**config.mk**
```make
export PLATFORM = sky130hd
export DESIGN_NAME = cap_sense_unit
export DESIGN_NICKNAME = d
export VERILOG_FILES = /design/src/cap_sense_pkg.sv /design/src/cap_sense_unit.sv
export VERILOG_INCLUDE_DIRS = /design/src
export SDC_FILE = /design/constraint.sdc
export NUM_CORES = 1
export LEC_CHECK = 0
export ABC_AREA = 0
export BUFFER_PORTS_ARGS = -buffer_cell sky130_fd_sc_hd__buf_2
export CORE_UTILIZATION = 45
export DETAILED_ROUTE_END_ITERATION = 16
export PLACE_DENSITY = 0.74
export SYNTH_ARGS = -nofsm -noshare
export SYNTH_HDL_FRONTEND = slang
export SYNTH_SLANG_ARGS = --single-unit
export TNS_END_PERCENT = 5
```
**constraint.sdc**
```tcl
create_clock -name clk_sys -period 2.75 [get_ports clk_sys]
set_input_delay 0.55 -clock clk_sys [delete_from_list [all_inputs] [get_ports clk_sys]]
set_output_delay 0.55 -clock clk_sys [all_outputs]
set_load 0.005 [all_outputs]
```
**src/cap_sense_cfg.svh**
```systemverilog
`ifndef CAP_SENSE_CFG_SVH
`define CAP_SENSE_CFG_SVH
// register offsets in the special function register space
`define OFS_SCAN_START      8'h92
`define OFS_SCAN_END        8'h93
`define OFS_THRESH_LOW      8'h96
`define OFS_THRESH_HIGH     8'h97
`define OFS_PIN_MONITOR     8'h9F
// reset values
`define RST_BYTE            8'h00
`define RST_WORD            16'h0000
// pin monitor field positions
`define PM_SERIAL_TX        7
`define PM_SPI_OUT          6
`define PM_SMBUS            5
`define PM_COUNTER_ARRAY    4
`define PM_PORT_LATCH       3
`define PM_COMPARATOR       2
// retry limits per policy
`define RETRY_LIMIT_TWICE   3'h2
`define RETRY_LIMIT_FOUR    3'h4
// start-of-conversion mode that means auto-scan
`define MODE_AUTO_SCAN      3'h7
`endif

```
**src/cap_sense_pkg.sv**
```systemverilog
`default_nettype none
package cap_sense_pkg;
  // retry policy encodings
  typedef enum logic [1:0] {
    RETRY_ALWAYS = 2'h0,
    RETRY_TWICE  = 2'h1,
    RETRY_FOUR   = 2'h2,
    RETRY_RSVD   = 2'h3
  } retry_policy_e;

  // register bus request from the core
  typedef struct packed {
    logic       wr;
    logic       rd;
    logic [7:0] addr;
    logic [7:0] wdata;
  } sfr_req_s;

  // one result from the conversion core
  typedef struct packed {
    logic        valid;
    logic [15:0] value;
  } conv_result_s;

  // scan states, one-hot
  typedef enum logic [1:0] {
    SCAN_IDLE = 2'b01,
    SCAN_RUN  = 2'b10
  } scan_state_e;
endpackage : cap_sense_pkg
`default_nettype wire

```
**src/cap_sense_unit.sv**
```systemverilog
`timescale 1ns/10ps
`default_nettype none
`include "cap_sense_cfg.svh"

module cap_sense_unit (
  // clock and reset
  input  wire logic                        clk_sys,
  input  wire logic                        nrst,
  // register access
  input  wire cap_sense_pkg::sfr_req_s     sfr_req,
  output logic [7:0]                       sfr_rdata,
  // loose control bits held elsewhere
  input  wire logic [2:0]                  conversion_start_mode,
  input  wire logic                        conversion_busy_set,
  input  wire logic                        conversion_stop,
  input  wire logic                        threshold_compare_enable,
  input  wire logic                        threshold_flag_clear,
  input  wire logic                        retry_flag_clear,
  // conversion core
  input  wire cap_sense_pkg::conv_result_s conv_result,
  input  wire logic                        bit_cycle_end,
  output logic [5:0]                       channel_mux_select,
  output logic                             bit_retry,
  output logic                             scan_active,
  output logic                             threshold_exceeded_flag,
  output logic                             retry_event_flag,
  // monitored peripheral signals, same clock
  input  wire logic                        serial_tx_out,
  input  wire logic [3:0]                  spi_out,
  input  wire logic [1:0]                  smbus_out,
  input  wire logic [2:0]                  counter_array_out,
  input  wire logic                        port_latch_write,
  input  wire logic                        analog_comparator_sync
);

  // -------------------------------------------------------------
  // registers
  // -------------------------------------------------------------
  logic [5:0]  scan_start_channel;
  logic [5:0]  scan_end_channel;
  logic [7:0]  compare_threshold_low;
  logic [7:0]  compare_threshold_high;
  logic [7:0]  pin_monitor_control;
  logic [10:0] mon_prev;
  logic [2:0]  retry_count;
  cap_sense_pkg::scan_state_e scan_state;

  // address decode
  wire wr_start  = sfr_req.wr && (sfr_req.addr == `OFS_SCAN_START);
  wire wr_end    = sfr_req.wr && (sfr_req.addr == `OFS_SCAN_END);
  wire wr_th_low = sfr_req.wr && (sfr_req.addr == `OFS_THRESH_LOW);
  wire wr_th_hi  = sfr_req.wr && (sfr_req.addr == `OFS_THRESH_HIGH);
  wire wr_pm     = sfr_req.wr && (sfr_req.addr == `OFS_PIN_MONITOR);
  wire auto_mode = (conversion_start_mode == `MODE_AUTO_SCAN);

  // register writes; upper start/end bits simply not stored
  always_ff @(posedge clk_sys or negedge nrst) begin
    if (!nrst) begin
      scan_start_channel     <= 6'h00;
      scan_end_channel       <= 6'h00;
      compare_threshold_low  <= `RST_BYTE;
      compare_threshold_high <= `RST_BYTE;
      pin_monitor_control    <= `RST_BYTE;
    end else begin
      if (wr_start) scan_start_channel <= sfr_req.wdata[5:0];
      if (wr_end) scan_end_channel <= sfr_req.wdata[5:0];
      if (wr_th_low) compare_threshold_low <= sfr_req.wdata;
      if (wr_th_hi) compare_threshold_high <= sfr_req.wdata;
      if (wr_pm) pin_monitor_control <= sfr_req.wdata;
    end
  end

  // read mux; unmapped offsets read zero
  // upper start/end bits read zero
  wire [7:0] next_rdata =
    (sfr_req.addr == `OFS_SCAN_START)  ? {2'b00, scan_start_channel} :
    (sfr_req.addr == `OFS_SCAN_END)    ? {2'b00, scan_end_channel} :
    (sfr_req.addr == `OFS_THRESH_LOW)  ? compare_threshold_low :
    (sfr_req.addr == `OFS_THRESH_HIGH) ? compare_threshold_high :
    (sfr_req.addr == `OFS_PIN_MONITOR) ? pin_monitor_control : 8'h00;

  always_ff @(posedge clk_sys or negedge nrst) begin
    if (!nrst) sfr_rdata <= 8'h00;
    else if (sfr_req.rd) sfr_rdata <= next_rdata;
  end

  // -------------------------------------------------------------
  // auto-scan sequencing
  // -------------------------------------------------------------
  wire conv_done = conv_result.valid;
  wire at_end    = (channel_mux_select == scan_end_channel);

  // scan runs continuously once busy is written in mode 111
  always_ff @(posedge clk_sys or negedge nrst) begin
    if (!nrst) begin
      scan_state         <= cap_sense_pkg::SCAN_IDLE;
      scan_active        <= 1'b0;
      channel_mux_select <= 6'h00;
    end else begin
      case (scan_state)
        cap_sense_pkg::SCAN_IDLE: begin
          if (auto_mode && conversion_busy_set) begin
            scan_state         <= cap_sense_pkg::SCAN_RUN;
            scan_active        <= 1'b1;
            channel_mux_select <= scan_start_channel;
          end
        end
        cap_sense_pkg::SCAN_RUN: begin
          if (!auto_mode || conversion_stop) begin
            scan_state  <= cap_sense_pkg::SCAN_IDLE;
            scan_active <= 1'b0;
          end else if (conv_done) begin
            channel_mux_select <= at_end ? scan_start_channel
                                         : channel_mux_select + 6'h01;
          end
        end
        default: begin
          scan_state  <= cap_sense_pkg::SCAN_IDLE;
          scan_active <= 1'b0;
        end
      endcase
      if (auto_mode && wr_start) channel_mux_select <= sfr_req.wdata[5:0];
    end
  end

  // -------------------------------------------------------------
  // digital comparator
  // -------------------------------------------------------------
  // threshold assembly
  wire [15:0] threshold = {compare_threshold_high, compare_threshold_low};
  // compare once per conversion when enabled
  wire over = threshold_compare_enable && conv_done && (conv_result.value > threshold);

  // set wins over a clear in the same cycle
  always_ff @(posedge clk_sys or negedge nrst) begin
    if (!nrst) threshold_exceeded_flag <= 1'b0;
    else if (over) threshold_exceeded_flag <= 1'b1;
    else if (threshold_flag_clear) threshold_exceeded_flag <= 1'b0;
  end

  // -------------------------------------------------------------
  // pin monitor
  // -------------------------------------------------------------
  wire [10:0] mon_now = {serial_tx_out, spi_out, smbus_out,
                         counter_array_out, analog_comparator_sync};
  wire [10:0] mon_chg = mon_now ^ mon_prev;

  always_ff @(posedge clk_sys or negedge nrst) begin
    if (!nrst) mon_prev <= 11'h000;
    else mon_prev <= mon_now;
  end

  wire ev_tx   = pin_monitor_control[`PM_SERIAL_TX] && mon_chg[10];
  wire ev_spi  = pin_monitor_control[`PM_SPI_OUT] && |mon_chg[9:6];
  wire ev_smb  = pin_monitor_control[`PM_SMBUS] && |mon_chg[5:4];
  wire ev_pca  = pin_monitor_control[`PM_COUNTER_ARRAY] && |mon_chg[3:1];
  wire ev_port = pin_monitor_control[`PM_PORT_LATCH] && port_latch_write;
  wire ev_cmp  = pin_monitor_control[`PM_COMPARATOR] && mon_chg[0];
  wire mon_event = ev_tx | ev_spi | ev_smb | ev_pca | ev_port | ev_cmp;

  // retry limit from the policy field
  wire cap_sense_pkg::retry_policy_e policy =
    cap_sense_pkg::retry_policy_e'(pin_monitor_control[1:0]);
  wire retry_ok =
    (policy == cap_sense_pkg::RETRY_ALWAYS) ? 1'b1 :
    (policy == cap_sense_pkg::RETRY_TWICE)  ? (retry_count < `RETRY_LIMIT_TWICE) :
    (policy == cap_sense_pkg::RETRY_FOUR)   ? (retry_count < `RETRY_LIMIT_FOUR) :
    1'b0;
  wire next_retry = mon_event && retry_ok && bit_cycle_end;

  // count consecutive retried bit cycles; a clean cycle resets it
  always_ff @(posedge clk_sys or negedge nrst) begin
    if (!nrst) begin
      retry_count <= 3'h0;
      bit_retry   <= 1'b0;
    end else begin
      bit_retry <= next_retry;
      if (bit_cycle_end) begin
        if (next_retry) retry_count <= retry_count + 3'h1;
        else if (!mon_event) retry_count <= 3'h0;
      end
      // new policy starts clean, so an old run cannot break its limit
      if (wr_pm) retry_count <= 3'h0;
    end
  end

  // retry status flag, set wins over clear
  always_ff @(posedge clk_sys or negedge nrst) begin
    if (!nrst) retry_event_flag <= 1'b0;
    else if (next_retry) retry_event_flag <= 1'b1;
    else if (retry_flag_clear) retry_event_flag <= 1'b0;
  end

  // -------------------------------------------------------------
  // assertions
  // -------------------------------------------------------------
  a_start_mirror: assert property (@(posedge clk_sys) disable iff (!nrst)
    auto_mode && wr_start |=> channel_mux_select == $past(sfr_req.wdata[5:0]))
    else $error("start write did not reach mux");
  a_start_upper: assert property (@(posedge clk_sys) disable iff (!nrst)
    sfr_req.rd && sfr_req.addr == `OFS_SCAN_START |=> sfr_rdata[7:6] == 2'b00)
    else $error("start upper bits not zero");
  a_scan_begin: assert property (@(posedge clk_sys) disable iff (!nrst)
    scan_state == cap_sense_pkg::SCAN_IDLE && auto_mode && conversion_busy_set
    && !wr_start |=> scan_active && channel_mux_select == $past(scan_start_channel))
    else $error("scan did not start at first channel");
  a_scan_wrap: assert property (@(posedge clk_sys) disable iff (!nrst)
    scan_active && auto_mode && !conversion_stop && conv_done && at_end && !wr_start
    |=> channel_mux_select == $past(scan_start_channel))
    else $error("scan did not wrap after last channel");
  a_cmp_set: assert property (@(posedge clk_sys) disable iff (!nrst)
    threshold_compare_enable && conv_done && conv_result.value > threshold
    |=> threshold_exceeded_flag)
    else $error("compare flag not set");
  a_cmp_hold: assert property (@(posedge clk_sys) disable iff (!nrst)
    threshold_exceeded_flag && !threshold_flag_clear |=> threshold_exceeded_flag)
    else $error("compare flag dropped without clear");
  a_cmp_gate: assert property (@(posedge clk_sys) disable iff (!nrst)
    !threshold_compare_enable && !threshold_exceeded_flag |=> !threshold_exceeded_flag)
    else $error("compare flag set while disabled");
  a_retry_twice: assert property (@(posedge clk_sys) disable iff (!nrst)
    policy == cap_sense_pkg::RETRY_TWICE |-> retry_count <= `RETRY_LIMIT_TWICE)
    else $error("twice policy exceeded");
  a_retry_four: assert property (@(posedge clk_sys) disable iff (!nrst)
    policy == cap_sense_pkg::RETRY_FOUR |-> retry_count <= `RETRY_LIMIT_FOUR)
    else $error("four policy exceeded");
  a_retry_always: assert property (@(posedge clk_sys) disable iff (!nrst)
    policy == cap_sense_pkg::RETRY_ALWAYS && mon_event && bit_cycle_end
    |=> bit_retry && retry_event_flag)
    else $error("always policy missed a retry");
  a_port_event: assert property (@(posedge clk_sys) disable iff (!nrst)
    pin_monitor_control[`PM_PORT_LATCH] && port_latch_write && bit_cycle_end
    && policy == cap_sense_pkg::RETRY_ALWAYS |=> bit_retry)
    else $error("port latch write not monitored");
  a_thresh_high: assert property (@(posedge clk_sys) disable iff (!nrst)
    wr_th_hi |=> threshold[15:8] == $past(sfr_req.wdata))
    else $error("threshold high byte not loaded");
  a_thresh_low: assert property (@(posedge clk_sys) disable iff (!nrst)
    wr_th_low |=> threshold[7:0] == $past(sfr_req.wdata))
    else $error("threshold low byte not loaded");
  a_tx_event: assert property (@(posedge clk_sys) disable iff (!nrst)
    pin_monitor_control[`PM_SERIAL_TX] && $changed(serial_tx_out) && bit_cycle_end
    && policy == cap_sense_pkg::RETRY_ALWAYS |=> bit_retry)
    else $error("serial transmit change not monitored");
  a_spi_event: assert property (@(posedge clk_sys) disable iff (!nrst)
    pin_monitor_control[`PM_SPI_OUT] && $changed(spi_out) && bit_cycle_end
    && policy == cap_sense_pkg::RETRY_ALWAYS |=> bit_retry)
    else $error("spi output change not monitored");
  a_smbus_event: assert property (@(posedge clk_sys) disable iff (!nrst)
    pin_monitor_control[`PM_SMBUS] && $changed(smbus_out) && bit_cycle_end
    && policy == cap_sense_pkg::RETRY_ALWAYS |=> bit_retry)
    else $error("smbus pin change not monitored");
  a_counter_event: assert property (@(posedge clk_sys) disable iff (!nrst)
    pin_monitor_control[`PM_COUNTER_ARRAY] && $changed(counter_array_out) && bit_cycle_end
    && policy == cap_sense_pkg::RETRY_ALWAYS |=> bit_retry)
    else $error("counter array change not monitored");
  a_comparator_event: assert property (@(posedge clk_sys) disable iff (!nrst)
    pin_monitor_control[`PM_COMPARATOR] && $changed(analog_comparator_sync) && bit_cycle_end
    && policy == cap_sense_pkg::RETRY_ALWAYS |=> bit_retry)
    else $error("comparator change not monitored");
  a_retry_status: assert property (@(posedge clk_sys) disable iff (!nrst)
    bit_retry |-> retry_event_flag)
    else $error("retry without status flag");
  a_retry_origin: assert property (@(posedge clk_sys) disable iff (!nrst)
    bit_retry |-> $past(bit_cycle_end))
    else $error("retry not tied to a bit cycle end");
  a_retry_reserved: assert property (@(posedge clk_sys) disable iff (!nrst)
    policy == cap_sense_pkg::RETRY_RSVD |=> !bit_retry)
    else $error("reserved policy retried");
  a_scan_advance: assert property (@(posedge clk_sys) disable iff (!nrst)
    scan_active && auto_mode && !conversion_stop && conv_done && !at_end && !wr_start
    |=> channel_mux_select == $past(channel_mux_select) + 6'h01)
    else $error("scan did not advance one channel");

endmodule : cap_sense_unit
`default_nettype wire

```
==> results of run 1 <==
-- cells by family (layout without fill, tap and decap cells) --
logic type	Yosys count	in the layout	share of synthesized area (%)
flops	69	69	46.7
buf+inv	37	124	3.99
compound gates	82	82	14.8
xor+xnor	18	18	4.26
mux	36	36	10.6
fa+ha+maj	18	18	6.08
simple gates	89	89	13.5
-- flip-flops by register name, summed over array words and instances (netlist names), 3 cells and up --
| register | count |
|---|---|
| channel_mux_select | 6 |
| retry_count | 3 |
| compare_threshold_low | 8 |
| scan_start_channel | 6 |
| scan_end_channel | 6 |
| sfr_rdata | 8 |
| compare_threshold_high | 8 |
| pin_monitor_control | 8 |
| mon_prev | 11 |
-- power groups by stage --
stage | sequential, mW | combinational, mW | clock [mW]
after floorplan | 1.15 | 0.192 | 0
after global placement | 1.17 | 0.328 | 0
after detailed placement | 1.17 | 0.341 | 0
after CTS | 1.15 | 0.343 | 0.770
after global routing | 1.16 | 0.383 | 0.815
final | 1.15 | 0.340 | 0.761
-- per-layer routing --
| metal | up-vias | wire (µm) | global-route usage (%) |
|---|---|---|---|
| met4 | 0 | 125 | 6.03 |
| met2 | 85 | 4180 | 35.7 |
| li1 | 1434 | - | - |
| met5 | - | 0 | 0 |
| met1 | 1417 | 4120 | 31.1 |
| met3 | 13 | 453 | 4.52 |
-- layout by cell type, fill, tap and decap left out, types with 4 or more instances in the layout --
cell and n:
buf_2 75, dfrtp_1 68, a211oi_1 10, ha_1 18, a221oi_1 6, nand3_1 10
nand2_1 23, a21o_1 6, nand2b_1 4, buf_4 6, o21ai_0 18, mux2i_1 9
nor2_1 21, xnor2_1 7, xor2_1 11, mux2_2 27, a21oi_1 15, inv_1 26
clkbuf_8 9, nand4_1 8, o22ai_1 7
-- metrics by stage --
stage	area, µm²	cells
after CTS	4400	538
after floorplan	3700	349
final	4400	538
after global routing	4400	538
after global placement	4220	522
after detailed placement	4220	522
-- worst max-delay path by stage --
stage / from / to / slack [ns]
2_1_floorplan: sfr_req[14] / channel_mux_select[1] / 0.28
3_3_place_gp: sfr_req[14] / channel_mux_select[1] / 0.19
4_1_cts: sfr_req[14] / channel_mux_select[1] / 0.53
6_report: sfr_req[14] / channel_mux_select[1] / 0.51
5_1_grt: compare_threshold_high[7] / threshold_exceeded_flag / 0.38
3_5_place_dp: sfr_req[14] / channel_mux_select[1] / 0.16
-- critical path: stages --
cell	delay (ns)
buf_2	0.10
nand4bb_4	0.24
or4b_4	0.55
or4b_4	0.58
and3_4	0.20
a221o_1	0.25
-- area by class of cell --
type | count | area (µm²)
repair buffers | 82 | 440
well taps | 102 | 128
inverters | 26 | 97.6
fillers | 702 | 3440
flip-flops and latches | 69 | 1730
clock buffers | 9 | 124
multi-input cells | 243 | 1830
clock inverters | 7 | 58.8
==> run metrics, run 1 <==
main area contributors after synthesis dfrtp_1, mux2_2, ha_1, inv_1, xor2_1; most frequent cell after synthesis dfrtp_1; post-cts hold buffer count 0; endpoints failing hold 0; Peak Freq 0.447 GHz; fraction of registers with async set or reset after synthesis 100%; Pleak 2.18 nW; post-synth top area share 45.9%; Peak VDD IR 0.404 mV; crit-path max FO 6; Slew HR 52.9%; critical setup path kind input pin to register; Chip Width 92.7 µm; GRT overflow 0; Logic pwr share 15.1%; via count of the first global-routing pass 2982; unrepaired setup endpoints after global routing false; DRT iter0 DRCs 187; clock share of power 33.8%; clk_skew 0.00641 ns; Root Buffer Master clkbuf_8; Final TNS setup 0 ns; Core Region 7850 µm²; Tightest Pin Transition 0.700 ns; CP Launch Type input pin; initial antenna violation count 0; wire per inst 16.5 µm; largest net degree at the start of global routing 49; sequential share of the synthesized area 46.7%; post-synth top area cell dfrtp_1; Port Buffer Count 75; Seq pwr share 51.1%; NumNets Final 507; WHS 0.173 ns; number of synthesized flops with an enable pin 0; count of endpoints failing setup in the final report 0; smallest setup slack after layout 0.515 ns; Pre-Repair DR Iteration Count 4; H-tree levels 3; dominant synthesized flop cell dfrtp_1; syn_nets 425; max-cap viol count 0; Max Root-Sink Buffers 2; full die area 8600 µm²; total power 2.25 mW; Hold Crit Class input pin to async pin; CTS resizes 0; Vias/cell 5.48; clock-pin slew on the worst setup and hold paths 0.08 ns; top cells by count, synth dfrtp_1, mux2_2, inv_1, nand2_1, nor2_1; Clock Latency Late Sink 0.35 ns; flops & latches, synth 69; TritonCTS buffer count 9; Warnings, synthesis 0; die height 92.7 µm; routed wire length 8.88 mm; setup slack, reg-to-reg 0.57 ns; Syn-to-layout area delta 18.9%; Slew Viols, Final 0; worst r2r src compare_threshold_high[7]; pre-CTS setup slack 0.159 ns; clk sinks 69; final core utilization 56.1%; vias 2949; synth unique cells 53; switching portion of total power 29.7%; global-route wire length before repair 14.9 mm; Pint 1.58 mW; DRC viols 0; post-route ant nets 0; Crit path required time 2.98 ns; std cell rows 32; status complete, no violations; switching power 0.670 mW; Syn Inst Count 349; Worst R2R End threshold_exceeded_flag; Syn Area/Cell 10.6 µm²; mapped cell area 3700 µm²; layout cells sized above 1 31.2%; DP HPWL 6.79 mm; Final period util 81.3%; Worst Path Arrival 2.47 ns; CTS tree yes; total track usage 22.4%; post-CTS setup buffers 0; ANT cells 0; power per cell area 511 nW/µm²; R2R cell count 7; Routability Congestion 0.872; I/O pin count 76; Initial Util 47.2%; CP Capture Type register; min Tclk post-route 2.24 ns
No activity file was read; power rests on OpenSTA's default activity.
==> run 2: changes to the inputs <==
clock period = 2.07 ns   (was 2.75 ns; I/O delays follow)
==> run 2 against run 1 <==
Combinational power rose by 50%. Sequential share of layout area fell by 2.4 points. Final cell count rose by 4.8%. Flip-flop and latch count did not move. Global-route usage rose by 0.87 points. Wire length rose by 4.4%. Clock skew fell by 0.00050 ns. Critical endpoint unchanged.
==> run metrics, run 2 (synthesis results as in run 1) <==
status complete, no violations; global-route wire length before repair 15.3 mm; Final period util 97.4%; Placed Area 4420 µm²; Pre-Repair DR Iteration Count 4; CP cell instances buf_2 -> nand4bb_4 -> or4b_4 -> or4b_4 -> and3_4 -> a221o_1; CP bufs+invs 1; worst r2r src compare_threshold_high[5]; Final TNS setup 0 ns; GRT overflow 0; Worst Path Arrival 2.25 ns; Vias/cell 5.52; CP Launch Type input pin; layout cells sized above 1 35.5%; Peak VDD IR 0.737 mV; NumNets Final 533; WHS 0.0771 ns; DRC viols 0; fillers 668; most common cell after layout, fill and taps aside buf_2; vias 3113; Peak Freq 0.496 GHz; count of endpoints failing setup in the final report 0; min Tclk post-route 2.02 ns; Max Root-Sink Buffers 2; Root Buffer Master clkbuf_8; clock-pin slew on the worst setup and hold paths 0.08 ns; post-CTS setup buffers 0; design area 4690 µm²; critical setup path kind input pin to register; largest net degree at the start of global routing 70; routed wire length 9.27 mm; crit path from sfr_req[14]; Clock Latency Late Sink 0.34 ns; Syn-to-layout area delta 26.7%; total track usage 23.3%; clk_skew 0.00591 ns; post-route ant nets 0; die height 92.7 µm; std cell rows 32; Hold Crit Class input pin to async pin; wire per inst 16.4 µm; via count of the first global-routing pass 3100; CP dominant cell by count or4b_4; number of flip-flops in the largest register 11; Worst path slowest cell or4b_4; TritonCTS buffer count 9; Core Region 7850 µm²; initial antenna violation count 0; ANT cells 0; Crit path required time 2.30 ns; Slew Viols, Final 0; DP HPWL 7.23 mm; DRT iter0 DRCs 141; clk sinks 69; Pleak 2.36 nW; max-cap viol count 0; CP delay by family, top simple AND/OR/NAND/NOR gates; Chip Width 92.7 µm; full die area 8600 µm²; H-tree levels 3; Port Buffer Count 75; power per cell area 726 nW/µm²; Initial Util 47.2%; Routability Congestion 0.910; commonest non-fill, non-tap cells in the layout buf_2, dfrtp_1, buf_4; Tightest Pin Transition 0.530 ns; crit-path max FO 3; crit-path max cell delay 0.56 ns; Slew HR 64.6%; I/O pin count 76; CP Capture Type register; endpoints failing hold 0; register with the most flip-flops mon_prev; CTS tree yes
## run 2: metal layers
metal  global-route usage (%)  wire (µm)
met2                     37.5       4440
met1                     30.6       4160
met4                     9.87        243
met5                        0          0
met3                     4.35        425
## run 2: final cells by class
cell class	count	area, µm²	area share (%)
Multi-Input combinational cell	243	1850	39.5
Sequential cell	69	1730	36.8
Timing Repair Buffer	108	636	13.6
Clock inverter	7	128	2.72
Tap cell	102	128	2.72
Clock buffer	9	124	2.64
Inverter	26	97.6	2.08
## run 2: through the flow
stage / setup slack (ns) / power (mW) / std cells / util (%)
3_5_place_dp: -0.310 / 2.05 / 548 / 56.3
4_1_cts: 0.0159 / 3.44 / 564 / 59.5
5_1_grt: -0.00250 / 3.56 / 564 / 59.8
6_report: 0.0528 / 3.41 / 564 / 59.8
3_3_place_gp: -0.266 / 2.03 / 548 / 56.3
2_1_floorplan: -0.264 / 1.78 / 349 / -
## run 2: worst paths after layout
kind                       depth (start not counted)                      end  slack, ns
min reg2reg                                        2  threshold_exceeded_flag       0.49
max reg2reg                                        8  threshold_exceeded_flag       0.15
min in group clk_sys                               1              mon_prev[2]       0.19
max in group asynchronous                          2            scan_state[0]       1.69
max                                                6    channel_mux_select[1]       0.05
min                                                2              scan_active       0.08
## run 2: where the power goes
| group | internal [mW] | total [mW] | switching [mW] | leakage [nW] |
|---|---|---|---|---|
| Sequential | 1.44 | 1.52 | 0.0808 | 0.861 |
| Clock | 0.821 | 1.38 | 0.555 | 0.127 |
| Combinational | 0.251 | 0.511 | 0.260 | 1.37 |
## run 2: timing repair
| item | CTS | global route |
|---|---|---|
| endpoints found under the setup margin | 1 | 2 |
| hold buffers | 0 | 0 |
| gates resized for setup | 1 | 4 |
